--- src/rtl/fhc_pkg.sv ---
// constants, types and register map of the fifo host controller
// assumes one 10 MHz clock and an axi4-lite master with 32-bit data
package fhc_pkg;
  // ****************************************
  // fifo geometry
  // ****************************************
  localparam int DEPTH = 16384;
  localparam int DATA_W = 9;
  localparam int OFS_UNIT = 32;
  localparam int OFS_DEFAULT = 8192;
  // ****************************************
  // timing
  // ****************************************
  localparam int CLK_MHZ = 10;
  localparam int STROBE_NS = 200;
  localparam int SETUP_NS = 100;
  localparam int HOLD_NS = 100;
  localparam int STROBE_CYC = (STROBE_NS * CLK_MHZ + 999) / 1000;
  localparam int SETUP_CYC = (SETUP_NS * CLK_MHZ + 999) / 1000;
  localparam int HOLD_CYC = (HOLD_NS * CLK_MHZ + 999) / 1000;
  // ****************************************
  // register map
  // ****************************************
  localparam logic [7:0] OFF_CMD = 8'h00;
  localparam logic [7:0] OFF_WDATA = 8'h04;
  localparam logic [7:0] OFF_RDATA = 8'h08;
  localparam logic [7:0] OFF_STATUS = 8'h0C;
  localparam logic [7:0] OFF_WCOUNT = 8'h10;
  localparam logic [7:0] OFF_OFFSET = 8'h14;
  localparam logic [7:0] OFF_THRESH = 8'h18;
  localparam int ST_BUSY = 0;
  localparam int ST_READY = 1;
  localparam int ST_EMPTY_N = 2;
  localparam int ST_FULL_N = 3;
  localparam int ST_HALF_N = 4;
  localparam int ST_REFUSED = 5;
  localparam int ST_LOADED = 6;
  localparam logic [2:0] CMD_RESET = 3'h1;
  localparam logic [2:0] CMD_RESET_PUSH = 3'h2;
  localparam logic [2:0] CMD_RESET_POP = 3'h3;
  localparam logic [2:0] CMD_WRITE = 3'h4;
  localparam logic [2:0] CMD_READ = 3'h5;
  localparam logic [2:0] CMD_REPLAY = 3'h6;
  localparam logic [1:0] RESP_OKAY = 2'h0;
  localparam logic [1:0] RESP_SLVERR = 2'h2;
  // ****************************************
  // types
  // ****************************************
  typedef struct packed {
    logic clear_pulse_n;
    logic push_n;
    logic pop_n;
    logic replay_pulse_n;
    logic chain_in_n;
    logic [DATA_W-1:0] data_in;
    logic [DATA_W-1:0] dq_o;
    logic dq_oe;
  } fhc_pins_s;
  typedef enum logic [3:0] {
    S_IDLE, S_RS_SET, S_LD_LOW, S_LD_HIGH, S_RS_REL,
    S_WR_LOW, S_WR_HIGH, S_RD_LOW, S_RD_HIGH, S_RT_LOW, S_RT_HIGH
  } fhc_st_e;
endpackage

--- src/rtl/fhc_host.sv ---
// host controller driving a strobe-clocked 16k x 9 fifo through its pins
// assumes flag and data pins are synchronous to aclk; software on axi4-lite
//
// Decided for this implementation: register access over AXI4-Lite and the placing of the registers.
`timescale 1ns/1ns
// How it works
// - host clears device before any write
// - strobes high around clear rising edge
// - offset loaded by strobe during clear
// - strobes held high during replay
// - replay only within depth since reset
module fhc_host #(
  parameter int DATA_W = fhc_pkg::DATA_W,
  parameter int DEPTH = fhc_pkg::DEPTH
) (
  input wire logic aclk,
  input wire logic aresetn,
  input wire logic [7:0] s_awaddr,
  input wire logic s_awvalid,
  output logic s_awready,
  input wire logic [31:0] s_wdata,
  input wire logic [3:0] s_wstrb,
  input wire logic s_wvalid,
  output logic s_wready,
  output logic [1:0] s_bresp,
  output logic s_bvalid,
  input wire logic s_bready,
  input wire logic [7:0] s_araddr,
  input wire logic s_arvalid,
  output logic s_arready,
  output logic [31:0] s_rdata,
  output logic [1:0] s_rresp,
  output logic s_rvalid,
  input wire logic s_rready,
  output fhc_pkg::fhc_pins_s pins,
  input wire logic [DATA_W-1:0] dq_i,
  input wire logic empty_flag_n,
  input wire logic full_flag_n,
  input wire logic half_level_flag_n
);
  // refused at elaboration, not at run time
  if (DATA_W != fhc_pkg::DATA_W || DEPTH != fhc_pkg::DEPTH) begin : g_bad_geometry
    $error("fhc_host: width and depth must match the pin struct");
  end
  if (fhc_pkg::STROBE_CYC > 255 || fhc_pkg::SETUP_CYC > 255 || fhc_pkg::HOLD_CYC > 255) begin : g_bad_timing
    $error("fhc_host: timing counts exceed counter");
  end

  // ****************************************
  // helpers
  // ****************************************
  function automatic logic [31:0] merge(input logic [31:0] old_v, input logic [31:0] new_v,
                                        input logic [3:0] strb);
    logic [31:0] r;
    r = old_v;
    for (int i = 0; i < 4; i++) begin
      if (strb[i]) begin
        r[8*i +: 8] = new_v[8*i +: 8];
      end
    end
    return r;
  endfunction

  function automatic logic known(input logic [7:0] a);
    return a == fhc_pkg::OFF_CMD || a == fhc_pkg::OFF_WDATA || a == fhc_pkg::OFF_RDATA ||
           a == fhc_pkg::OFF_STATUS || a == fhc_pkg::OFF_WCOUNT ||
           a == fhc_pkg::OFF_OFFSET || a == fhc_pkg::OFF_THRESH;
  endfunction

  localparam logic [7:0] STROBE_N = 8'(fhc_pkg::STROBE_CYC - 1);
  localparam logic [7:0] SETUP_N = 8'(fhc_pkg::SETUP_CYC - 1);
  localparam logic [7:0] HOLD_N = 8'(fhc_pkg::HOLD_CYC - 1);
  localparam logic [14:0] WCNT_MAX = 15'(DEPTH + 1);

  // fsm state, read by the bus side
  fhc_pkg::fhc_st_e st_q, st_d;
  logic [7:0] cnt_q, cnt_d;
  fhc_pkg::fhc_pins_s pins_q, pins_d;
  logic [DATA_W-1:0] rdata_q, rdata_d;
  logic ready_q, ready_d;
  logic refused_q, refused_d;
  logic loaded_q, loaded_d;
  logic [14:0] wcnt_q, wcnt_d;
  logic [2:0] ldmode_q, ldmode_d;

  // ****************************************
  // axi4-lite slave
  // ****************************************
  logic awready_q, awready_d, wready_q, wready_d, bvalid_q, bvalid_d;
  logic arready_q, arready_d, rvalid_q, rvalid_d;
  logic [1:0] bresp_q, bresp_d, rresp_q, rresp_d;
  logic [31:0] rd_q, rd_d;
  logic aw_held_q, aw_held_d, w_held_q, w_held_d;
  logic [7:0] awaddr_q, awaddr_d;
  logic [31:0] wbuf_q, wbuf_d;
  logic [3:0] wstrb_q, wstrb_d;
  logic go_q, go_d, clr_q, clr_d;
  logic [2:0] code_q, code_d;
  logic [DATA_W-1:0] word_q, word_d, ofs_q, ofs_d;
  logic [31:0] thresh;
  logic [31:0] status;

  always_comb begin
    // default threshold until an offset load is seen
    thresh = loaded_q ? 32'(ofs_q) * fhc_pkg::OFS_UNIT : fhc_pkg::OFS_DEFAULT;
    status = 32'h0;
    status[fhc_pkg::ST_BUSY] = st_q != fhc_pkg::S_IDLE;
    status[fhc_pkg::ST_READY] = ready_q;
    status[fhc_pkg::ST_EMPTY_N] = empty_flag_n;
    status[fhc_pkg::ST_FULL_N] = full_flag_n;
    status[fhc_pkg::ST_HALF_N] = half_level_flag_n;
    status[fhc_pkg::ST_REFUSED] = refused_q;
    status[fhc_pkg::ST_LOADED] = loaded_q;
  end

  always_comb begin
    aw_held_d = aw_held_q;
    w_held_d = w_held_q;
    awaddr_d = awaddr_q;
    wbuf_d = wbuf_q;
    wstrb_d = wstrb_q;
    bvalid_d = bvalid_q;
    bresp_d = bresp_q;
    rvalid_d = rvalid_q;
    rresp_d = rresp_q;
    rd_d = rd_q;
    go_d = 1'b0;
    clr_d = 1'b0;
    code_d = code_q;
    word_d = word_q;
    ofs_d = ofs_q;
    if (s_awvalid && awready_q) begin
      aw_held_d = 1'b1;
      awaddr_d = s_awaddr;
    end
    if (s_wvalid && wready_q) begin
      w_held_d = 1'b1;
      wbuf_d = s_wdata;
      wstrb_d = s_wstrb;
    end
    if (bvalid_q && s_bready) begin
      bvalid_d = 1'b0;
    end
    if (aw_held_q && w_held_q && !bvalid_q) begin
      aw_held_d = 1'b0;
      w_held_d = 1'b0;
      bvalid_d = 1'b1;
      bresp_d = known(awaddr_q) ? fhc_pkg::RESP_OKAY : fhc_pkg::RESP_SLVERR;
      if (awaddr_q == fhc_pkg::OFF_CMD) begin
        if (wstrb_q[0]) begin
          go_d = 1'b1;
          code_d = wbuf_q[2:0];
        end
      end else if (awaddr_q == fhc_pkg::OFF_WDATA) begin
        word_d = DATA_W'(merge(32'(word_q), wbuf_q, wstrb_q));
      end else if (awaddr_q == fhc_pkg::OFF_OFFSET) begin
        ofs_d = DATA_W'(merge(32'(ofs_q), wbuf_q, wstrb_q));
      end else if (awaddr_q == fhc_pkg::OFF_STATUS) begin
        clr_d = wstrb_q[0] && wbuf_q[fhc_pkg::ST_REFUSED];
      end
    end
    if (rvalid_q && s_rready) begin
      rvalid_d = 1'b0;
    end
    if (s_arvalid && arready_q) begin
      rvalid_d = 1'b1;
      rresp_d = known(s_araddr) ? fhc_pkg::RESP_OKAY : fhc_pkg::RESP_SLVERR;
      if (s_araddr == fhc_pkg::OFF_WDATA) begin
        rd_d = 32'(word_q);
      end else if (s_araddr == fhc_pkg::OFF_RDATA) begin
        rd_d = 32'(rdata_q);
      end else if (s_araddr == fhc_pkg::OFF_STATUS) begin
        rd_d = status;
      end else if (s_araddr == fhc_pkg::OFF_WCOUNT) begin
        rd_d = 32'(wcnt_q);
      end else if (s_araddr == fhc_pkg::OFF_OFFSET) begin
        rd_d = 32'(ofs_q);
      end else if (s_araddr == fhc_pkg::OFF_THRESH) begin
        rd_d = thresh;
      end else begin
        rd_d = 32'h0;
      end
    end
    // one write and one read in flight; ready drops until the answer is taken
    awready_d = !aw_held_d && !bvalid_d;
    wready_d = !w_held_d && !bvalid_d;
    arready_d = !rvalid_d;
  end

  always_ff @(posedge aclk) begin
    if (!aresetn) begin
      aw_held_q <= 1'b0;
      w_held_q <= 1'b0;
      awaddr_q <= 8'h00;
      wbuf_q <= 32'h0;
      wstrb_q <= 4'h0;
      bvalid_q <= 1'b0;
      bresp_q <= 2'h0;
      rvalid_q <= 1'b0;
      rresp_q <= 2'h0;
      rd_q <= 32'h0;
      go_q <= 1'b0;
      clr_q <= 1'b0;
      code_q <= 3'h0;
      word_q <= '0;
      ofs_q <= '0;
      awready_q <= 1'b0;
      wready_q <= 1'b0;
      arready_q <= 1'b0;
    end else begin
      aw_held_q <= aw_held_d;
      w_held_q <= w_held_d;
      awaddr_q <= awaddr_d;
      wbuf_q <= wbuf_d;
      wstrb_q <= wstrb_d;
      bvalid_q <= bvalid_d;
      bresp_q <= bresp_d;
      rvalid_q <= rvalid_d;
      rresp_q <= rresp_d;
      rd_q <= rd_d;
      go_q <= go_d;
      clr_q <= clr_d;
      code_q <= code_d;
      word_q <= word_d;
      ofs_q <= ofs_d;
      awready_q <= awready_d;
      wready_q <= wready_d;
      arready_q <= arready_d;
    end
  end

  // ****************************************
  // pin sequencer
  // ****************************************
  always_comb begin
    logic refuse;
    refuse = 1'b0;
    st_d = st_q;
    cnt_d = (cnt_q != 8'h00) ? cnt_q - 8'h01 : 8'h00;
    pins_d = pins_q;
    pins_d.chain_in_n = 1'b0;
    rdata_d = rdata_q;
    ready_d = ready_q;
    loaded_d = loaded_q;
    wcnt_d = wcnt_q;
    ldmode_d = ldmode_q;
    case (st_q)
      fhc_pkg::S_IDLE: begin
        if (go_q) begin
          case (code_q)
            fhc_pkg::CMD_RESET, fhc_pkg::CMD_RESET_PUSH, fhc_pkg::CMD_RESET_POP: begin
              pins_d.clear_pulse_n = 1'b0;
              ldmode_d = code_q;
              ready_d = 1'b0;
              loaded_d = 1'b0;
              wcnt_d = 15'h0;
              st_d = fhc_pkg::S_RS_SET;
              cnt_d = SETUP_N;
            end
            fhc_pkg::CMD_WRITE: begin
              // writes are refused until a clear has been done
              if (!ready_q || !full_flag_n) begin
                refuse = 1'b1;
              end else begin
                pins_d.data_in = word_q;
                pins_d.push_n = 1'b0;
                wcnt_d = (wcnt_q < WCNT_MAX) ? wcnt_q + 15'h1 : wcnt_q;
                st_d = fhc_pkg::S_WR_LOW;
                cnt_d = STROBE_N;
              end
            end
            fhc_pkg::CMD_READ: begin
              if (!ready_q || !empty_flag_n) begin
                refuse = 1'b1;
              end else begin
                pins_d.pop_n = 1'b0;
                st_d = fhc_pkg::S_RD_LOW;
                cnt_d = STROBE_N;
              end
            end
            fhc_pkg::CMD_REPLAY: begin
              // beyond one depth of writes the old words are overwritten
              if (!ready_q || wcnt_q > 15'(DEPTH)) begin
                refuse = 1'b1;
              end else begin
                pins_d.replay_pulse_n = 1'b0;
                st_d = fhc_pkg::S_RT_LOW;
                cnt_d = STROBE_N;
              end
            end
            default: refuse = 1'b1;
          endcase
        end
      end
      fhc_pkg::S_RS_SET: begin
        if (cnt_q == 8'h00) begin
          cnt_d = STROBE_N;
          if (ldmode_q == fhc_pkg::CMD_RESET_PUSH) begin
            pins_d.data_in = ofs_q;
            pins_d.push_n = 1'b0;
            st_d = fhc_pkg::S_LD_LOW;
          end else if (ldmode_q == fhc_pkg::CMD_RESET_POP) begin
            pins_d.dq_o = ofs_q;
            pins_d.dq_oe = 1'b1;
            pins_d.pop_n = 1'b0;
            st_d = fhc_pkg::S_LD_LOW;
          end else begin
            pins_d.clear_pulse_n = 1'b1;
            st_d = fhc_pkg::S_RS_REL;
            cnt_d = HOLD_N;
          end
        end
      end
      fhc_pkg::S_LD_LOW: begin
        if (cnt_q == 8'h00) begin
          pins_d.push_n = 1'b1;
          pins_d.pop_n = 1'b1;
          loaded_d = 1'b1;
          st_d = fhc_pkg::S_LD_HIGH;
          cnt_d = SETUP_N;
        end
      end
      fhc_pkg::S_LD_HIGH: begin
        if (cnt_q == 8'h00) begin
          pins_d.dq_oe = 1'b0;
          pins_d.clear_pulse_n = 1'b1;
          st_d = fhc_pkg::S_RS_REL;
          cnt_d = HOLD_N;
        end
      end
      fhc_pkg::S_RS_REL: begin
        if (cnt_q == 8'h00) begin
          ready_d = 1'b1;
          st_d = fhc_pkg::S_IDLE;
        end
      end
      fhc_pkg::S_WR_LOW: begin
        if (cnt_q == 8'h00) begin
          pins_d.push_n = 1'b1;
          st_d = fhc_pkg::S_WR_HIGH;
          cnt_d = STROBE_N;
        end
      end
      fhc_pkg::S_RD_LOW: begin
        if (cnt_q == 8'h00) begin
          // outputs are only valid while pop is low
          rdata_d = dq_i;
          pins_d.pop_n = 1'b1;
          st_d = fhc_pkg::S_RD_HIGH;
          cnt_d = STROBE_N;
        end
      end
      fhc_pkg::S_RT_LOW: begin
        if (cnt_q == 8'h00) begin
          pins_d.replay_pulse_n = 1'b1;
          st_d = fhc_pkg::S_RT_HIGH;
          cnt_d = STROBE_N;
        end
      end
      fhc_pkg::S_WR_HIGH, fhc_pkg::S_RD_HIGH, fhc_pkg::S_RT_HIGH: begin
        if (cnt_q == 8'h00) begin
          st_d = fhc_pkg::S_IDLE;
        end
      end
      default: st_d = fhc_pkg::S_IDLE;
    endcase
    if (go_q && st_q != fhc_pkg::S_IDLE) begin
      refuse = 1'b1;
    end
    // a refusal in the clearing cycle stays visible
    refused_d = refuse || (refused_q && !clr_q);
  end

  always_ff @(posedge aclk) begin
    if (!aresetn) begin
      st_q <= fhc_pkg::S_IDLE;
      cnt_q <= 8'h00;
      pins_q <= '{clear_pulse_n: 1'b1, push_n: 1'b1, pop_n: 1'b1, replay_pulse_n: 1'b1,
                  chain_in_n: 1'b0, data_in: '0, dq_o: '0, dq_oe: 1'b0};
      rdata_q <= '0;
      ready_q <= 1'b0;
      refused_q <= 1'b0;
      loaded_q <= 1'b0;
      wcnt_q <= 15'h0;
      ldmode_q <= 3'h0;
    end else begin
      st_q <= st_d;
      cnt_q <= cnt_d;
      pins_q <= pins_d;
      rdata_q <= rdata_d;
      ready_q <= ready_d;
      refused_q <= refused_d;
      loaded_q <= loaded_d;
      wcnt_q <= wcnt_d;
      ldmode_q <= ldmode_d;
    end
  end

  assign pins = pins_q;
  assign s_awready = awready_q;
  assign s_wready = wready_q;
  assign s_bvalid = bvalid_q;
  assign s_bresp = bresp_q;
  assign s_arready = arready_q;
  assign s_rvalid = rvalid_q;
  assign s_rresp = rresp_q;
  assign s_rdata = rd_q;
endmodule // fhc_host

--- config.mk ---
export PLATFORM = sky130hd
export DESIGN_NAME = fhc_host
export DESIGN_NICKNAME = d
export VERILOG_FILES = /design/src/rtl/fhc_pkg.sv /design/src/rtl/fhc_host.sv
export SDC_FILE = /design/constraint.sdc
export NUM_CORES = 1
export LEC_CHECK = 0
export BUFFER_PORTS_ARGS = -buffer_cell sky130_fd_sc_hd__buf_2
export CELL_PAD_IN_SITES_DETAIL_PLACEMENT = 2
export CELL_PAD_IN_SITES_GLOBAL_PLACEMENT = 2
export CORE_MARGIN = 2
export CORE_UTILIZATION = 34
export CTS_CLUSTER_DIAMETER = 120
export CTS_CLUSTER_SIZE = 40
export DETAILED_ROUTE_END_ITERATION = 12
export PLACE_DENSITY = 0.88
export SYNTH_ARGS = -nofsm -noshare
export SYNTH_HDL_FRONTEND = slang
export SYNTH_SLANG_ARGS = --single-unit
--- constraint.sdc ---
create_clock -name aclk -period 5.1 [get_ports aclk]
set_clock_uncertainty 0.2 [all_clocks]
set_input_delay 0 -clock aclk [delete_from_list [all_inputs] [get_ports aclk]]
set_output_delay 0 -clock aclk [all_outputs]
set_load 0.05 [all_outputs]
==> results.sh <==
export IMPL_status="finished clean"
export IMPL_setup_violations=0
export IMPL_place_gp_congestion=0.840
export IMPL_grt_ovfl_total=0
export IMPL_io_pins=136
export IMPL_wirelength_um=31700
export IMPL_core_area_mm2=0.0181
export IMPL_maxSlewViolCount=0
export IMPL_grt_total_usage_pct=32.6
export IMPL_die_x_um=140
export IMPL_grt_pass1_vias=7725
export IMPL_synth_warnings=0
export IMPL_cts_buffers=17
export IMPL_rsz0062_at_grt="no"
export IMPL_cts_tree="yes"
export IMPL_grt_start_max_net_pins=56
export IMPL_fmax_mhz=303
export IMPL_synth_area_leader_cell="dfxtp_1"
export IMPL_hold_violations=0
export IMPL_postCtsSetupBuffers=0
export IMPL_dpl_cell_area_mm2=0.00684
export IMPL_clkTransAtPathRegs_ns=0.08
export IMPL_critPathKind="reg2reg"
export IMPL_vdd_drop_max_mv=0.336
export IMPL_antenna_left=0
export IMPL_drt_iter0_markers=605
export IMPL_detail_route_vias_per_cell=5.95
export IMPL_grt_pass1_wl_um=48000
export IMPL_synth_edff_count=0
export IMPL_grt_antenna_before_repair=1
export IMPL_nets=998
export IMPL_cts_sinks=131
export IMPL_drive_gt1_share_pct=15.3
export IMPL_post_dp_hpwl_um=16100
export IMPL_tightest_slew_ns=1.07
export IMPL_clk_latency_ns=0.46
export IMPL_endpoint_kind="flop"
export IMPL_drt_pass1_iter_count=5
export IMPL_setup_tns_final_ns=0
export IMPL_ys_seq_area_share_pct=41.4
export IMPL_htree_levels=4
export IMPL_start_util_pct=35.0
export IMPL_finalWorstPathRequiredPeriod_ns=3.30
export IMPL_powerDensity_mw_per_mm2=366
export IMPL_drc=0
export IMPL_worstPathArrival_ns=3.42
export IMPL_netlist_cell_type_count=67
export IMPL_rows=49
export IMPL_cts_buffer_depth=2
export IMPL_ys_seq_elements=131
export IMPL_final_area_mm2=0.00827
export IMPL_synthTopCellsByArea="dfxtp_1, mux2i_1, nand2_1"
export IMPL_ys_async_sr_fraction_pct=0
export IMPL_antenna_cells=0
export IMPL_synthCells=772
export IMPL_finalCritPeriodShare_pct=64.7
export IMPL_syn_area_per_cell_um2=8.20
export IMPL_yosysTopAreaCellShare_pct=41.4
export IMPL_io_buffer_count=90
export IMPL_clock_root_buffer="clkbuf_16"
export IMPL_slew_headroom_pct=28.3
export IMPL_die_area_mm2=0.0197
export IMPL_ys_flop_type="dfxtp_1"
export IMPL_detail_route_wl_per_cell_um=27.2
export IMPL_syn_area_mm2=0.00633
export IMPL_path_max_fanout=25
export IMPL_p_leak_nw=3.33
export IMPL_syn2layout_area_growth_pct=30.7
export IMPL_start_kind="flop"
export IMPL_vias=6932
export IMPL_cp_required_ns=5.22
export IMPL_max_cap_violations=0
export IMPL_die_height_um=140
export IMPL_worstHoldPathType="in2reg"
[stage by stage]
stage          hold WS (ns)  worst slack, ns  utilization (%)  power, W  std cells
2_1_floorplan       -0.0640             2.84                -   0.00148        791
3_3_place_gp         0.0455             2.22             37.8   0.00159       1052
3_5_place_dp         0.0541             2.08             37.8   0.00161       1052
4_1_cts              0.0141             2.07             45.7   0.00296       1166
5_1_grt              0.0856             1.62             45.7   0.00312       1166
6_report             0.0482             1.80             45.7   0.00302       1166
[final cells by class]
cell class	instances	area (um^2)
flip-flops and latches	131	2620
well taps	229	287
clock inverters	15	184
repair buffers	176	1300
multi-input cells	585	3400
fillers	1948	9820
inverters	13	48.8
clock buffers	17	425
[critical path: stages (launching register included)]
cell and delay (ns):
dfxtp_1 0.96, nor4bb_1 0.38, a41oi_1 0.11, nor4b_4 0.92, nor2_1 0.13, a311oi_1 0.46
[Yosys cell counts (all sizes together), types with 3 or more instances]
| master | instances |
|---|---|
| nor2b | 12 |
| a311oi | 10 |
| clkbuf | 28 |
| nand2 | 113 |
| nor2 | 89 |
| or3 | 7 |
| dfxtp | 131 |
| a41oi | 3 |
| a2111oi | 4 |
| nand4 | 10 |
| a221oi | 7 |
| o21bai | 3 |
| o21ai | 37 |
| o211ai | 3 |
| nor4 | 9 |
| mux2i | 42 |
| nand3 | 28 |
| nand3b | 4 |
| and3 | 9 |
| xnor2 | 6 |
| ha | 3 |
| a31oi | 8 |
| a22oi | 9 |
| o22ai | 7 |
| and2 | 7 |
| a21oi | 59 |
| buf | 34 |
| nand2b | 14 |
| inv | 13 |
| a41o | 3 |
| a31o | 5 |
| o31ai | 5 |
| nor3 | 16 |
[cell families (layout without fill, tap and decap cells)]
| group | count (synthesis) | count (layout) | share of synthesized area [%] |
|---|---|---|---|
| DFF | 131 | 131 | 41.4 |
| adders and majority gates | 3 | 3 | 0.593 |
| muxes | 44 | 44 | 7.00 |
| and+or+nand+nor | 331 | 331 | 25.1 |
| other | 1 | 20 | 0.0593 |
| xor gates and xnor gates | 6 | 6 | 0.831 |
| buffers and inverters | 75 | 221 | 5.95 |
| AOI/OAI and AO/OA | 181 | 181 | 19.0 |
[routing by layer]
layer  global-route usage (%)  routed length (um)
met4                     21.1                1800
met3                     5.78                1570
met1                     36.7               12200
met2                     56.8               16100
met5                        0                  13
[layout by cell type, fill, tap and decap left out, types with 10 or more instances in the layout]
cell / synthesis / routed
a21oi_1: 59 / 59
a311oi_1: 10 / 10
buf_2: 10 / 90
clkbuf_16: 0 / 17
conb_1: 1 / 20
dfxtp_1: 131 / 131
dlygate4sd3_1: 0 / 82
inv_1: 13 / 12
mux2i_1: 42 / 42
nand2_1: 112 / 112
nand2b_1: 14 / 14
nand3_1: 28 / 28
nor2_1: 89 / 89
nor2b_1: 12 / 12
nor3_1: 16 / 16
o21ai_0: 36 / 36
[registers in the layout, summed over array words and instances, names as in the netlist, 2 cells and up]
signal    count
wcnt_q       15
pins         23
word_q        9
cnt_q         8
ofs_q         9
s_rdata      15
ldmode_q      3
rdata_q       9
st_q          4
awaddr_q      8
wbuf_q        9
wstrb_q       2
code_q        3
[where the power goes]
part           internal, W  total [W]  switching [W]
Sequential         0.00107    0.00113      0.0000615
Combinational     0.000181   0.000555       0.000375
Clock             0.000708    0.00134       0.000633
[path summary, 6_finish.rpt]
check / from / to / slack, ns / depth (start not counted)
max: st_q[0] / pins[12] / 1.80 / 5
min: s_araddr[6] / s_rdata[10] / 0.05 / 5
max reg2reg: st_q[0] / pins[12] / 1.80 / 5
min reg2reg: s_rdata[1] / s_rdata[1] / 0.29 / 2
[timing repair]
action                    in CTS  in global routing
hold endpoints to repair      63                  0
gates resized for setup        0                  0
hold buffers                  82                  0
No activity file was read; power rests on OpenSTA's default activity.
